**src/security_alarm_pkg.sv**
```systemverilog
// How it works
// - Out-of-range sensor forces reset or exception
// - RAM words carry parity checked on read
// - Idle-cycle scrubber checks RAM in random order
// - Any parity mismatch forces a security reset
// - Reset restores defaults; reset cause stays readable
// - Each cycle's highest-priority exception leaves a readable reason code
// - Software has no way to disable sensors
// - Three stack pointers, each with limit checks
// - Active stack pointer outside limits raises exception
// - Check write high voltage every EEPROM write
// - High-voltage result is register only, no event
// - Inverse correction option turns ECC errors into exceptions
// - Software switch enables EEPROM double-read detection
// - Watchdog stays off until software enables it
// - Disabled coprocessor access is refused with exception
package security_alarm_pkg;
  // Register byte offsets.
  localparam logic [7:0] ADDR_STATUS = 8'h00;
  localparam logic [7:0] ADDR_CLEAR = 8'h04;
  localparam logic [7:0] ADDR_ENABLE = 8'h08;
  localparam logic [7:0] ADDR_CTRL = 8'h0c;
  localparam logic [7:0] ADDR_WD_LOAD = 8'h10;
  localparam logic [7:0] ADDR_WD_KICK = 8'h14;
  localparam logic [7:0] ADDR_CAUSE = 8'h18;
  localparam logic [7:0] ADDR_REASON = 8'h1c;
  localparam logic [7:0] ADDR_HV = 8'h20;
  localparam logic [7:0] ADDR_RAM_ADDR = 8'h24;
  localparam logic [7:0] ADDR_RAM_DATA = 8'h28;
  // Stack limits: low word then high word, one pair per level.
  localparam logic [7:0] ADDR_SP_BASE = 8'h30;
  localparam logic [7:0] ADDR_SP_STRIDE = 8'h08;
  localparam logic [7:0] ADDR_SP_HI = 8'h04;
  // Event bit positions in status, clear and enable.
  localparam int EV_SENSOR = 0;
  localparam int EV_STACK = 1;
  localparam int EV_ECC = 2;
  localparam int EV_COPRO = 3;
  localparam int NUM_EV = 4;
  // Control bit positions.
  localparam int CTRL_DBLREAD = 0;
  localparam int CTRL_INVECC = 1;
  localparam int CTRL_WDEN = 2;
  localparam int CTRL_W = 3;
  // High-voltage result bit positions.
  localparam int HV_PASS = 0;
  localparam int HV_DONE = 1;
  // Privilege levels: user, system, most privileged.
  localparam int NLVL = 3;
  localparam logic [1:0] PRIV_TOP = 2'h2;
  // Reset values.
  localparam logic [15:0] WD_LOAD_RST = 16'h00ff;
  localparam logic [15:0] SP_LO_RST = 16'h0000;
  localparam logic [15:0] SP_HI_RST = 16'hffff;
  localparam logic [3:0] LFSR_SEED = 4'h1;
  localparam int LFSR_W = 4;
  // Watchdog tick period and its length in core clock cycles.
  localparam int CLK_HZ = 40_000_000;
  localparam int WD_TICK_NS = 1000;
  localparam int WD_TICK_CYC = WD_TICK_NS / (1_000_000_000 / CLK_HZ);
  // Reset cause and exception reason codes.
  typedef enum logic [1:0] {
    CAUSE_POWER, CAUSE_SENSOR, CAUSE_PARITY, CAUSE_WATCHDOG
  } cause_t;
  typedef enum logic [2:0] {
    RSN_NONE, RSN_SENSOR, RSN_STACK, RSN_ECC, RSN_COPRO
  } reason_t;
endpackage : security_alarm_pkg

```
**src/stack_limit_check.sv**
```systemverilog
`timescale 1ns/100ps
`default_nettype none
// Range checker for one privilege level's stack pointer.
module stack_limit_check #(
  parameter int W = 16
) (
  // Clock and reset.
  input wire logic core_clk,
  input wire logic arst_n,
  // Pointer and its limits.
  input wire logic active,
  input wire logic [W-1:0] sp,
  input wire logic [W-1:0] lowLimit,
  input wire logic [W-1:0] highLimit,
  // Registered violation flag.
  output logic overrun
);
  logic next_overrun; // Violation seen this cycle.

  if (W < 2) begin : gBadWidth
    $error("stack_limit_check: width too small");
  end

  // Only the level in use is checked, so idle levels never fire.
  always_comb begin
    next_overrun = active && (sp < lowLimit || sp > highLimit);
  end

  // Register the result.
  always_ff @(posedge core_clk or negedge arst_n) begin
    if (!arst_n) begin
      overrun <= 1'b0;
    end else begin
      overrun <= next_overrun;
    end
  end
endmodule : stack_limit_check
`default_nettype wire

```
**src/ram_parity_scrub.sv**
```systemverilog
`timescale 1ns/100ps
`default_nettype none
// Parity-protected RAM with a background scrubber.
module ram_parity_scrub #(
  parameter int AW = 4,
  parameter int DW = 8
) (
  // Clock and reset.
  input wire logic core_clk,
  input wire logic arst_n,
  // Software access port.
  input wire logic cpuEn,
  input wire logic cpuWe,
  input wire logic [AW-1:0] cpuAddr,
  input wire logic [DW-1:0] cpuWdata,
  output logic [DW-1:0] cpuRdata,
  output logic cpuParityErr,
  // Scrubber result.
  output logic scrubErr
);
  localparam int DEPTH = 1 << AW;
  logic [DW-1:0] mem [DEPTH]; // Data words.
  logic par [DEPTH]; // One parity bit per word.
  logic [DW-1:0] next_mem [DEPTH];
  logic next_par [DEPTH];
  logic [AW-1:0] lfsr, next_lfsr; // Scrub address.
  logic next_scrubErr;

  // The feedback taps are fixed for the package's width.
  if (AW != security_alarm_pkg::LFSR_W || DW < 1) begin : gBadSize
    $error("ram_parity_scrub: unsupported size");
  end

  // Read side: parity recomputed and compared on every read.
  always_comb begin
    cpuRdata = mem[cpuAddr];
    cpuParityErr = cpuEn && !cpuWe &&
      ((^mem[cpuAddr]) != par[cpuAddr]);
  end

  // Writes store the parity beside the data; the scrubber only moves
  // in cycles without software access, so it never steals a port.
  always_comb begin
    next_mem = mem;
    next_par = par;
    if (cpuEn && cpuWe) begin
      next_mem[cpuAddr] = cpuWdata;
      next_par[cpuAddr] = ^cpuWdata;
    end
    // Maximal LFSR with the all-zero state spliced in covers each word.
    next_lfsr = lfsr;
    next_scrubErr = 1'b0;
    if (!cpuEn) begin
      next_lfsr = {lfsr[AW-2:0],
        lfsr[AW-1] ^ lfsr[AW-2] ^ (lfsr[AW-2:0] == '0)};
      next_scrubErr = (^mem[lfsr]) != par[lfsr];
    end
  end

  // Register the store and the scrubber.
  always_ff @(posedge core_clk or negedge arst_n) begin
    if (!arst_n) begin
      for (int i = 0; i < DEPTH; i++) begin
        mem[i] <= '0;
        par[i] <= 1'b0;
      end
      lfsr <= security_alarm_pkg::LFSR_SEED;
      scrubErr <= 1'b0;
    end else begin
      mem <= next_mem;
      par <= next_par;
      lfsr <= next_lfsr;
      scrubErr <= next_scrubErr;
    end
  end
endmodule : ram_parity_scrub
`default_nettype wire

```
**src/security_alarm_controller.sv**
```systemverilog
// Local design decisions: the register addresses and the strobed register port.
`timescale 1ns/100ps
`default_nettype none
// Gathers alarm sources into security resets and exceptions.
module security_alarm_controller #(
  parameter int NSENS = 4,
  parameter logic [NSENS-1:0] RESET_MASK = 4'h3,
  parameter int SPW = 16
) (
  // Clock and reset.
  input wire logic core_clk,
  input wire logic arst_n,
  // Register port.
  input wire logic [7:0] regAddr,
  input wire logic [31:0] regWdata,
  input wire logic regWr,
  input wire logic regRd,
  output logic [31:0] regRdata,
  // Operating-condition sensors.
  input wire logic [NSENS-1:0] opcAlarm,
  // CPU stack pointer and privilege level.
  input wire logic [SPW-1:0] spValue,
  input wire logic [1:0] privLevel,
  // EEPROM status and control.
  input wire logic eccError,
  input wire logic eeWriteActive,
  input wire logic hvGood,
  output logic eeDoubleRead,
  // Coprocessor gate.
  input wire logic [1:0] coproReq,
  input wire logic [1:0] coproDisable,
  output logic [1:0] coproGrant,
  // System outputs.
  output logic secReset,
  output logic irq
);
  localparam int NLVL = security_alarm_pkg::NLVL;
  localparam int NEV = security_alarm_pkg::NUM_EV;
  localparam int TW = $clog2(security_alarm_pkg::WD_TICK_CYC + 1);
  localparam logic [TW-1:0] TICK_LAST =
    TW'(security_alarm_pkg::WD_TICK_CYC - 1);

  if (NSENS < 1 || SPW < 2 || SPW > 32) begin : gBadParam
    $error("security_alarm_controller: unsupported parameters");
  end

  // Software configuration.
  logic [security_alarm_pkg::CTRL_W-1:0] ctrl, next_ctrl;
  logic [NEV-1:0] irqEnable, next_irqEnable; // Interrupt enables.
  logic [15:0] wdLoad, next_wdLoad; // Watchdog reload value.
  logic [3:0] ramAddr, next_ramAddr; // Word pointer into the RAM.
  logic [SPW-1:0] spLo [NLVL]; // Per-level low limits.
  logic [SPW-1:0] spHi [NLVL]; // Per-level high limits.
  logic [SPW-1:0] next_spLo [NLVL];
  logic [SPW-1:0] next_spHi [NLVL];
  // Event state.
  logic [NEV-1:0] status, next_status; // Sticky event bits.
  logic [NEV-1:0] evt; // Events seen this cycle.
  logic [NEV-1:0] clr; // Clear request from software.
  security_alarm_pkg::reason_t reason, next_reason;
  security_alarm_pkg::cause_t cause, next_cause;
  logic next_secReset, next_irq, next_eeDoubleRead;
  logic [1:0] next_coproGrant;
  logic eeWrPrev, next_eeWrPrev; // Write sequence seen last cycle.
  logic hvFail, next_hvFail; // Low voltage seen in this sequence.
  logic [1:0] hvStat, next_hvStat; // Last sequence: done, pass.
  logic sensReset, sensExc; // Sensor alarms split by class.
  // Watchdog.
  logic [TW-1:0] tickCnt, next_tickCnt; // Prescaler.
  logic tick; // One-cycle enable every tick period.
  logic [15:0] wdCount, next_wdCount;
  logic wdExpire; // Counter ran out while enabled.
  logic [31:0] next_regRdata;
  // RAM and stack checkers.
  logic ramEn, ramWe, ramParErr, scrubErr;
  logic [7:0] ramRdata;
  logic [NLVL-1:0] overrun;
  logic [1:0] lvlSel; // Level whose pointer is in use.

  // Byte address of one stack limit word.
  function automatic logic [7:0] spAddr(input int l, input logic hi);
    spAddr = security_alarm_pkg::ADDR_SP_BASE +
      8'(l) * security_alarm_pkg::ADDR_SP_STRIDE +
      (hi ? security_alarm_pkg::ADDR_SP_HI : 8'h00);
  endfunction : spAddr

  // RAM access decode: only the data window touches the array.
  always_comb begin
    ramWe = regWr && regAddr == security_alarm_pkg::ADDR_RAM_DATA;
    ramEn = ramWe || (regRd && regAddr == security_alarm_pkg::ADDR_RAM_DATA);
  end

  ram_parity_scrub #(.AW(4), .DW(8)) uRam (
    .core_clk(core_clk),
    .arst_n(arst_n),
    .cpuEn(ramEn),
    .cpuWe(ramWe),
    .cpuAddr(ramAddr),
    .cpuWdata(regWdata[7:0]),
    .cpuRdata(ramRdata),
    .cpuParityErr(ramParErr),
    .scrubErr(scrubErr)
  );

  // The most privileged level also covers the unused code.
  always_comb begin
    lvlSel = (privLevel > security_alarm_pkg::PRIV_TOP) ?
      security_alarm_pkg::PRIV_TOP : privLevel;
  end

  // One checker per level, each with its own limit pair.
  for (genvar l = 0; l < NLVL; l++) begin : gStack
    stack_limit_check #(.W(SPW)) uCheck (
      .core_clk(core_clk),
      .arst_n(arst_n),
      .active(lvlSel == 2'(l)),
      .sp(spValue),
      .lowLimit(spLo[l]),
      .highLimit(spHi[l]),
      .overrun(overrun[l])
    );
  end

  // Configuration registers. There is deliberately no bit that
  // reaches a sensor: the only sensor path is the alarm input.
  always_comb begin
    next_ctrl = ctrl;
    next_irqEnable = irqEnable;
    next_wdLoad = wdLoad;
    next_ramAddr = ramAddr;
    next_spLo = spLo;
    next_spHi = spHi;
    if (regWr) begin
      unique case (regAddr)
        security_alarm_pkg::ADDR_CTRL: begin
          // Upper bits are dropped, so no sensor can be switched off.
          next_ctrl = regWdata[security_alarm_pkg::CTRL_W-1:0];
        end
        security_alarm_pkg::ADDR_ENABLE: begin
          next_irqEnable = regWdata[NEV-1:0];
        end
        security_alarm_pkg::ADDR_WD_LOAD: begin
          next_wdLoad = regWdata[15:0];
        end
        security_alarm_pkg::ADDR_RAM_ADDR: begin
          next_ramAddr = regWdata[3:0];
        end
        default: begin
          for (int l = 0; l < NLVL; l++) begin
            if (regAddr == spAddr(l, 1'b0)) begin
              next_spLo[l] = regWdata[SPW-1:0];
            end
            if (regAddr == spAddr(l, 1'b1)) begin
              next_spHi[l] = regWdata[SPW-1:0];
            end
          end
        end
      endcase
    end
    // A security reset returns every setting to its reset value.
    if (secReset) begin
      next_ctrl = '0;
      next_irqEnable = '0;
      next_wdLoad = security_alarm_pkg::WD_LOAD_RST;
      next_ramAddr = '0;
      for (int l = 0; l < NLVL; l++) begin
        next_spLo[l] = SPW'(security_alarm_pkg::SP_LO_RST);
        next_spHi[l] = SPW'(security_alarm_pkg::SP_HI_RST);
      end
    end
  end

  // Register the configuration.
  always_ff @(posedge core_clk or negedge arst_n) begin
    if (!arst_n) begin
      ctrl <= '0;
      irqEnable <= '0;
      wdLoad <= security_alarm_pkg::WD_LOAD_RST;
      ramAddr <= '0;
      for (int l = 0; l < NLVL; l++) begin
        spLo[l] <= SPW'(security_alarm_pkg::SP_LO_RST);
        spHi[l] <= SPW'(security_alarm_pkg::SP_HI_RST);
      end
    end else begin
      ctrl <= next_ctrl;
      irqEnable <= next_irqEnable;
      wdLoad <= next_wdLoad;
      ramAddr <= next_ramAddr;
      spLo <= next_spLo;
      spHi <= next_spHi;
    end
  end

  // Watchdog: held at its reload value while off, counts ticks once on.
  always_comb begin
    tick = tickCnt == TICK_LAST;
    next_tickCnt = tick ? '0 : tickCnt + TW'(1);
    wdExpire = ctrl[security_alarm_pkg::CTRL_WDEN] && tick &&
      wdCount == '0;
    next_wdCount = wdCount;
    if (!ctrl[security_alarm_pkg::CTRL_WDEN] ||
        (regWr && regAddr == security_alarm_pkg::ADDR_WD_KICK)) begin
      next_wdCount = wdLoad;
    end else if (tick && wdCount != '0) begin
      next_wdCount = wdCount - 16'h0001;
    end
    if (secReset) begin
      next_wdCount = security_alarm_pkg::WD_LOAD_RST;
    end
  end

  // Register the watchdog.
  always_ff @(posedge core_clk or negedge arst_n) begin
    if (!arst_n) begin
      tickCnt <= '0;
      wdCount <= security_alarm_pkg::WD_LOAD_RST;
    end else begin
      tickCnt <= next_tickCnt;
      wdCount <= next_wdCount;
    end
  end

  // Event handling. Fatal sources go to the reset output, the others
  // set sticky bits; a new event beats a clear in the same cycle.
  always_comb begin
    sensReset = |(opcAlarm & RESET_MASK);
    sensExc = |(opcAlarm & ~RESET_MASK);
    evt = '0;
    evt[security_alarm_pkg::EV_SENSOR] = sensExc;
    evt[security_alarm_pkg::EV_STACK] = |overrun;
    evt[security_alarm_pkg::EV_ECC] = eccError &&
      ctrl[security_alarm_pkg::CTRL_INVECC];
    evt[security_alarm_pkg::EV_COPRO] =
      |(coproReq & coproDisable);
    clr = (regWr && regAddr == security_alarm_pkg::ADDR_CLEAR) ?
      regWdata[NEV-1:0] : '0;
    next_status = (status & ~clr) | evt;
    // The reason names the highest-priority event of the cycle.
    next_reason = reason;
    if (sensExc) begin
      next_reason = security_alarm_pkg::RSN_SENSOR;
    end else if (|overrun) begin
      next_reason = security_alarm_pkg::RSN_STACK;
    end else if (evt[security_alarm_pkg::EV_ECC]) begin
      next_reason = security_alarm_pkg::RSN_ECC;
    end else if (evt[security_alarm_pkg::EV_COPRO]) begin
      next_reason = security_alarm_pkg::RSN_COPRO;
    end
    next_secReset = sensReset || ramParErr || scrubErr ||
      wdExpire;
    // The cause survives the reset it reports.
    next_cause = cause;
    if (sensReset) begin
      next_cause = security_alarm_pkg::CAUSE_SENSOR;
    end else if (ramParErr || scrubErr) begin
      next_cause = security_alarm_pkg::CAUSE_PARITY;
    end else if (wdExpire) begin
      next_cause = security_alarm_pkg::CAUSE_WATCHDOG;
    end
    // Refused coprocessors never see a grant.
    next_coproGrant = coproReq & ~coproDisable;
    next_eeDoubleRead = ctrl[security_alarm_pkg::CTRL_DBLREAD];
    // The voltage verdict is only recorded, never turned into an event.
    next_eeWrPrev = eeWriteActive;
    next_hvFail = hvFail;
    next_hvStat = hvStat;
    if (eeWriteActive) begin
      next_hvFail = (eeWrPrev ? hvFail : 1'b0) || !hvGood;
    end else if (eeWrPrev) begin
      next_hvStat[security_alarm_pkg::HV_DONE] = 1'b1;
      next_hvStat[security_alarm_pkg::HV_PASS] = !hvFail;
    end
    if (secReset) begin
      next_status = '0;
      next_reason = security_alarm_pkg::RSN_NONE;
      next_coproGrant = '0;
      next_eeDoubleRead = 1'b0;
      next_hvFail = 1'b0;
      next_hvStat = '0;
    end
    next_irq = |(next_status & next_irqEnable);
  end

  // Register the event state.
  always_ff @(posedge core_clk or negedge arst_n) begin
    if (!arst_n) begin
      status <= '0;
      reason <= security_alarm_pkg::RSN_NONE;
      cause <= security_alarm_pkg::CAUSE_POWER;
      secReset <= 1'b0;
      irq <= 1'b0;
      coproGrant <= '0;
      eeDoubleRead <= 1'b0;
      eeWrPrev <= 1'b0;
      hvFail <= 1'b0;
      hvStat <= '0;
    end else begin
      status <= next_status;
      reason <= next_reason;
      cause <= next_cause;
      secReset <= next_secReset;
      irq <= next_irq;
      coproGrant <= next_coproGrant;
      eeDoubleRead <= next_eeDoubleRead;
      eeWrPrev <= next_eeWrPrev;
      hvFail <= next_hvFail;
      hvStat <= next_hvStat;
    end
  end

  // Read data stand for exactly the cycle after the strobe.
  always_comb begin
    next_regRdata = '0;
    if (regRd) begin
      unique case (regAddr)
        security_alarm_pkg::ADDR_STATUS: next_regRdata[NEV-1:0] = status;
        security_alarm_pkg::ADDR_ENABLE: next_regRdata[NEV-1:0] = irqEnable;
        security_alarm_pkg::ADDR_CTRL: begin
          next_regRdata[security_alarm_pkg::CTRL_W-1:0] = ctrl;
        end
        security_alarm_pkg::ADDR_WD_LOAD: next_regRdata[15:0] = wdLoad;
        security_alarm_pkg::ADDR_CAUSE: next_regRdata[1:0] = cause;
        security_alarm_pkg::ADDR_REASON: next_regRdata[2:0] = reason;
        security_alarm_pkg::ADDR_HV: next_regRdata[1:0] = hvStat;
        security_alarm_pkg::ADDR_RAM_ADDR: next_regRdata[3:0] = ramAddr;
        security_alarm_pkg::ADDR_RAM_DATA: next_regRdata[7:0] = ramRdata;
        default: begin
          for (int l = 0; l < NLVL; l++) begin
            if (regAddr == spAddr(l, 1'b0)) begin
              next_regRdata[SPW-1:0] = spLo[l];
            end
            if (regAddr == spAddr(l, 1'b1)) begin
              next_regRdata[SPW-1:0] = spHi[l];
            end
          end
        end
      endcase
    end
  end

  // Register the read data.
  always_ff @(posedge core_clk or negedge arst_n) begin
    if (!arst_n) begin
      regRdata <= '0;
    end else begin
      regRdata <= next_regRdata;
    end
  end
endmodule : security_alarm_controller
`default_nettype wire

```
**config.mk**
```make
export PLATFORM = sky130hd
export DESIGN_NAME = security_alarm_controller
export DESIGN_NICKNAME = d
export VERILOG_FILES = /design/src/security_alarm_pkg.sv /design/src/stack_limit_check.sv /design/src/ram_parity_scrub.sv /design/src/security_alarm_controller.sv
export SDC_FILE = /design/constraint.sdc
export NUM_CORES = 1
export LEC_CHECK = 0
export ABC_AREA = 1
export BUFFER_PORTS_ARGS = -buffer_cell sky130_fd_sc_hd__buf_2
export CORE_MARGIN = 8
export CORE_UTILIZATION = 40
export CTS_BUF_LIST = sky130_fd_sc_hd__clkbuf_4 sky130_fd_sc_hd__clkbuf_8 sky130_fd_sc_hd__clkbuf_16
export CTS_CLUSTER_DIAMETER = 40
export DETAILED_ROUTE_END_ITERATION = 6
export PLACE_DENSITY = 0.59
export SETUP_SLACK_MARGIN = 0.1
export SYNTH_ARGS = -nofsm -noshare
export SYNTH_HDL_FRONTEND = slang
export SYNTH_HIERARCHICAL = 1
export SYNTH_SLANG_ARGS = --single-unit
export TNS_END_PERCENT = 100
```
**constraint.sdc**
```tcl
create_clock -name core_clk -period 6.3 [get_ports core_clk]
set_input_delay 0.63 -clock core_clk [delete_from_list [all_inputs] [get_ports core_clk]]
set_output_delay 0.63 -clock core_clk [all_outputs]
set_load 0.02 [all_outputs]
```
==> flow_summary.rst <==
.. list-table::
   :header-rows: 1

   * - Metric
     - Value
   * - Number of buffers and inverters on the critical path
     - 4
   * - Clock Sink Count
     - 331
   * - Horiz. Die Dim
     - 245 µm
   * - Category of cells accounting for the largest share of critical-path delay
     - simple AND/OR/NAND/NOR gates
   * - Flip-flop and latch count after synthesis
     - 331
   * - Clk_lat worst skew
     - 0.61 ns
   * - Area fraction of the dominant cell type after synthesis
     - 0.318
   * - Synthesized-area fraction occupied by adder cells
     - 0.0574
   * - Gpl congestion
     - 0.909
   * - Effective utilization at floorplan
     - 0.401
   * - Synthesized instance count
     - 3087
   * - Clk slew on worst S/H paths
     - 0.05 ns
   * - Pin count of the biggest net entering global routing
     - 127
   * - Xor and xnor area share after synthesis
     - 0.00712
   * - Worst slack after detailed placement
     - 2.53 ns
   * - Clock period minus final worst setup slack
     - 3.57 ns
   * - Vias per Instance
     - 5.16
   * - Count of buffers from port buffering
     - 77
   * - Antenna viol nets, final
     - 0
   * - Post-synthesis cell area
     - 20900 µm²
   * - Final setup violation count
     - 0
   * - Count of non-filler cells in the finished layout
     - 3869
   * - Relative contribution of the clock network to total power
     - 0.429
   * - Cell chain of the critical path
     - buf_4, inv_1, buf_4, nand2_1, nand2_1, nand2_1, nand2_1, nor2_1, nand2_1, nand2_1, nand2_1, nand2_1, inv_1, nand2_1, nand2_1, nor2_1, nor2_1, nor4_1, o21ai_0, nand2_1, o21ai_0
   * - Final #Nets
     - 3292
   * - Dominant combinational cell family by area after synthesis
     - simple AND/OR/NAND/NOR gates
   * - Clock buffers created by TritonCTS
     - 67
   * - Unrepaired setup endpoints after global routing
     - false
   * - Number of filler cells placed in the layout
     - 5248
   * - Maximum single-stage delay on the critical path
     - 0.48 ns
   * - Max Cap Violations
     - 0
   * - Count of flip-flops with a built-in enable after synthesis
     - 0
   * - Synthesized area divided by synthesized cell count
     - 6.78 µm²
   * - Via count
     - 20.0k
   * - Synth Area in Compound Gates
     - 0.102
   * - Synthesized-area fraction occupied by and/or/nand/nor cells
     - 0.332
   * - Die H
     - 245 µm
   * - H-tree depth
     - 3
   * - Cell mode on critical path
     - nand2_1
   * - Fraction of final layout cells sized beyond drive strength 1
     - 0.111
   * - Io pins
     - 110
   * - Kind of capture point of the worst setup path
     - flop
   * - Total negative slack for setup checks
     - 0 ns
   * - Minimum hold slack
     - 0.0255 ns
   * - WP data required
     - 6.76 ns
   * - Primary FF master, synth
     - dfrtp_1
   * - Synthesis Warnings
     - 6
   * - Upper clock frequency limit
     - 0.280 GHz
   * - Number of hold-slack violations in the final timing report
     - 0
   * - Number of setup buffers added after CTS
     - 0
   * - HPWL after detailed placement
     - 45.1 mm
   * - Proportion of synthesized area in mux cells
     - 0
   * - Root buffer cell
     - clkbuf_16
   * - Total of cells resized after clock tree synthesis
     - 0
   * - Post-placement cell count
     - 3742
   * - Maximum number of buffers from clock root to sink
     - 3
   * - Tcrit/Tclk final
     - 0.566
   * - Number of design rule violations left after detail routing
     - 0
   * - Setup WS post-layout
     - 2.73 ns
   * - Largest area contributor in the netlist
     - dfrtp_1
   * - Relative slew slack
     - 0.180
   * - Overall overflow remaining after global route
     - 0
   * - Worst Hold Class
     - input port to async pin
   * - Routed wire length
     - 66.7 mm
   * - Total power
     - 0.00873 W
   * - Critical path startpoint category
     - flop
   * - Footprint of the flip-flops and latches
     - 8370 µm²
   * - Row cnt
     - 84
   * - Cell with the most instances after synthesis
     - nand2_1
   * - Post-CTS Hold Fix Bufs
     - 0
   * - Number of violations reported at the end of detailed-routing iteration 0
     - 1546
   * - Crit path kind
     - flop to flop
   * - Die Outline Area
     - 59900 µm²
   * - Result of the run
     - finished clean
   * - Fraction of power consumed by combinational cells
     - 0.276
   * - Switching fraction of total power
     - 0.359
   * - Max Fanout on Critical Path
     - 39
   * - GRT Resource Usage Total
     - 0.220
   * - Register area share after synthesis
     - 0.400
   * - Area of the core
     - 52100 µm²
   * - Switching pwr
     - 0.00313 W
   * - Top post-synthesis cells by count
     - nand2_1, inv_1, o21ai_0
   * - Share of flip-flops with an asynchronous set or reset after synthesis
     - 1.00
   * - Critical Path Slowest Stage Cell
     - buf_4
   * - P&R area growth vs syn
     - 15.1%
   * - PD cells
     - 363 nW/µm²
   * - Worst Path Arrival
     - 4.02 ns
   * - Average routed wire per standard cell
     - 17.2 µm
   * - VDD IR max
     - 0.191 mV
   * - Wire length of the first global-routing pass
     - 104 mm
   * - Max-slew violation count
     - 0
   * - Leakage Power
     - 12.3 nW
   * - Fraction of power consumed by sequential logic
     - 0.295
   * - Biggest area contributors in the synthesized netlist
     - dfrtp_1, nand2_1, dfstp_2
   * - Initial DRT Pass Iterations
     - 6
   * - Antenna violations before repair
     - 4
   * - Synth cell types
     - 44
   * - Clock Skews
     - 0.0367 ns
   * - Area occupied by multi-input gates
     - 10500 µm²
   * - Clock tree from TritonCTS
     - done
   * - Internal power summed over all cells
     - 0.00560 W
   * - Tightest Pin Transition
     - 1.23 ns
   * - Vias in the first global route
     - 19.1k
## routing by layer
metal  vias up  global-route usage  share of wire
li1       9729                   -              -
met1      9309               0.294           0.44
met2       767               0.341           0.45
met3       143              0.0466          0.080
met4         4              0.0969          0.034
met5         -                   0        0.00040
## final cells by class
type,count,share of cell area
antenna,3,0.000312
tap,688,0.0358
sequential,331,0.348
timing repair buffer,99,0.0238
multi-input combinational,2266,0.437
clock buffer,85,0.0786
inverter,358,0.0558
clock inverter,39,0.0215
## final timing paths
check | startpoint | to | slack, ns | cells after the start
setup reg to reg | ramAddr[1] | cause[1] | 2.73 | 21
max in group asynchronous | arst_n | spLo[27] | 4.83 | 2
setup / recovery | ramAddr[1] | cause[1] | 2.73 | 21
min in group core_clk | eeWriteActive | eeWrPrev | 0.15 | 1
hold / removal | arst_n | coproGrant[1] | 0.03 | 1
hold reg to reg | tickCnt[0] | tickCnt[0] | 0.46 | 1
## kinds of logic after synthesis
family                   Yosys count
other                              1
XOR/XNOR                          17
flip-flops                       331
buffers and inverters            505
AO/OA/AOI/OAI                    410
adder cells (fa/ha/maj)           96
AND/OR/NAND/NOR                 1727
## state kept, by name, summed over array words and instances (netlist names), 4 cells and up
register   cells
wdCount       16
spLo          48
regRdata      16
uRam/par      16
tickCnt        6
ramAddr        4
wdLoad        16
uRam/mem     128
uRam/lfsr      4
spHi          48
status         4
irqEnable      4
## stage by stage
stage          area [µm²]   util
6_report            24100  0.462
3_5_place_dp        21700  0.415
2_1_floorplan       21000      -
5_1_grt             24100  0.462
4_1_cts             24100  0.462
3_3_place_gp        21700  0.415
## power groups by stage
stage | clock [W] | sequential, W | combinational, W
3_3_place_gp | 0 | 0.00259 | 0.00234
5_1_grt | 0.00391 | 0.00260 | 0.00272
4_1_cts | 0.00382 | 0.00257 | 0.00240
2_1_floorplan | 0 | 0.00254 | 0.00174
6_report | 0.00375 | 0.00257 | 0.00241
3_5_place_dp | 0 | 0.00260 | 0.00239
## worst register-to-register path, stage by stage (launching register included)
cell and delay (ns):
dfrtp_1 0.31, buf_4 0.48, inv_1 0.45, buf_4 0.36
nand2_1 0.10, nand2_1 0.10, nand2_1 0.09, nand2_1 0.10
nor2_1 0.15, nand2_1 0.07, nand2_1 0.06, nand2_1 0.05
nand2_1 0.11, inv_1 0.05, nand2_1 0.05, nand2_1 0.06
nor2_1 0.10, nor2_1 0.11, nor4_1 0.19, o21ai_0 0.24
nand2_1 0.11, o21ai_0 0.10
## layout by cell type (no fill, tap or decap), types with 53 or more instances in the layout
cell type,Yosys,final
nand3_1,204,204
buf_2,42,76
nor2_1,193,193
ha_1,96,96
o21ai_0,291,291
inv_1,335,335
a21oi_1,53,53
clkbuf_16,0,69
dfstp_2,65,65
nand2_1,1269,1269
dfrtp_1,266,264
Note: power is estimated with default switching activity, not from simulation.
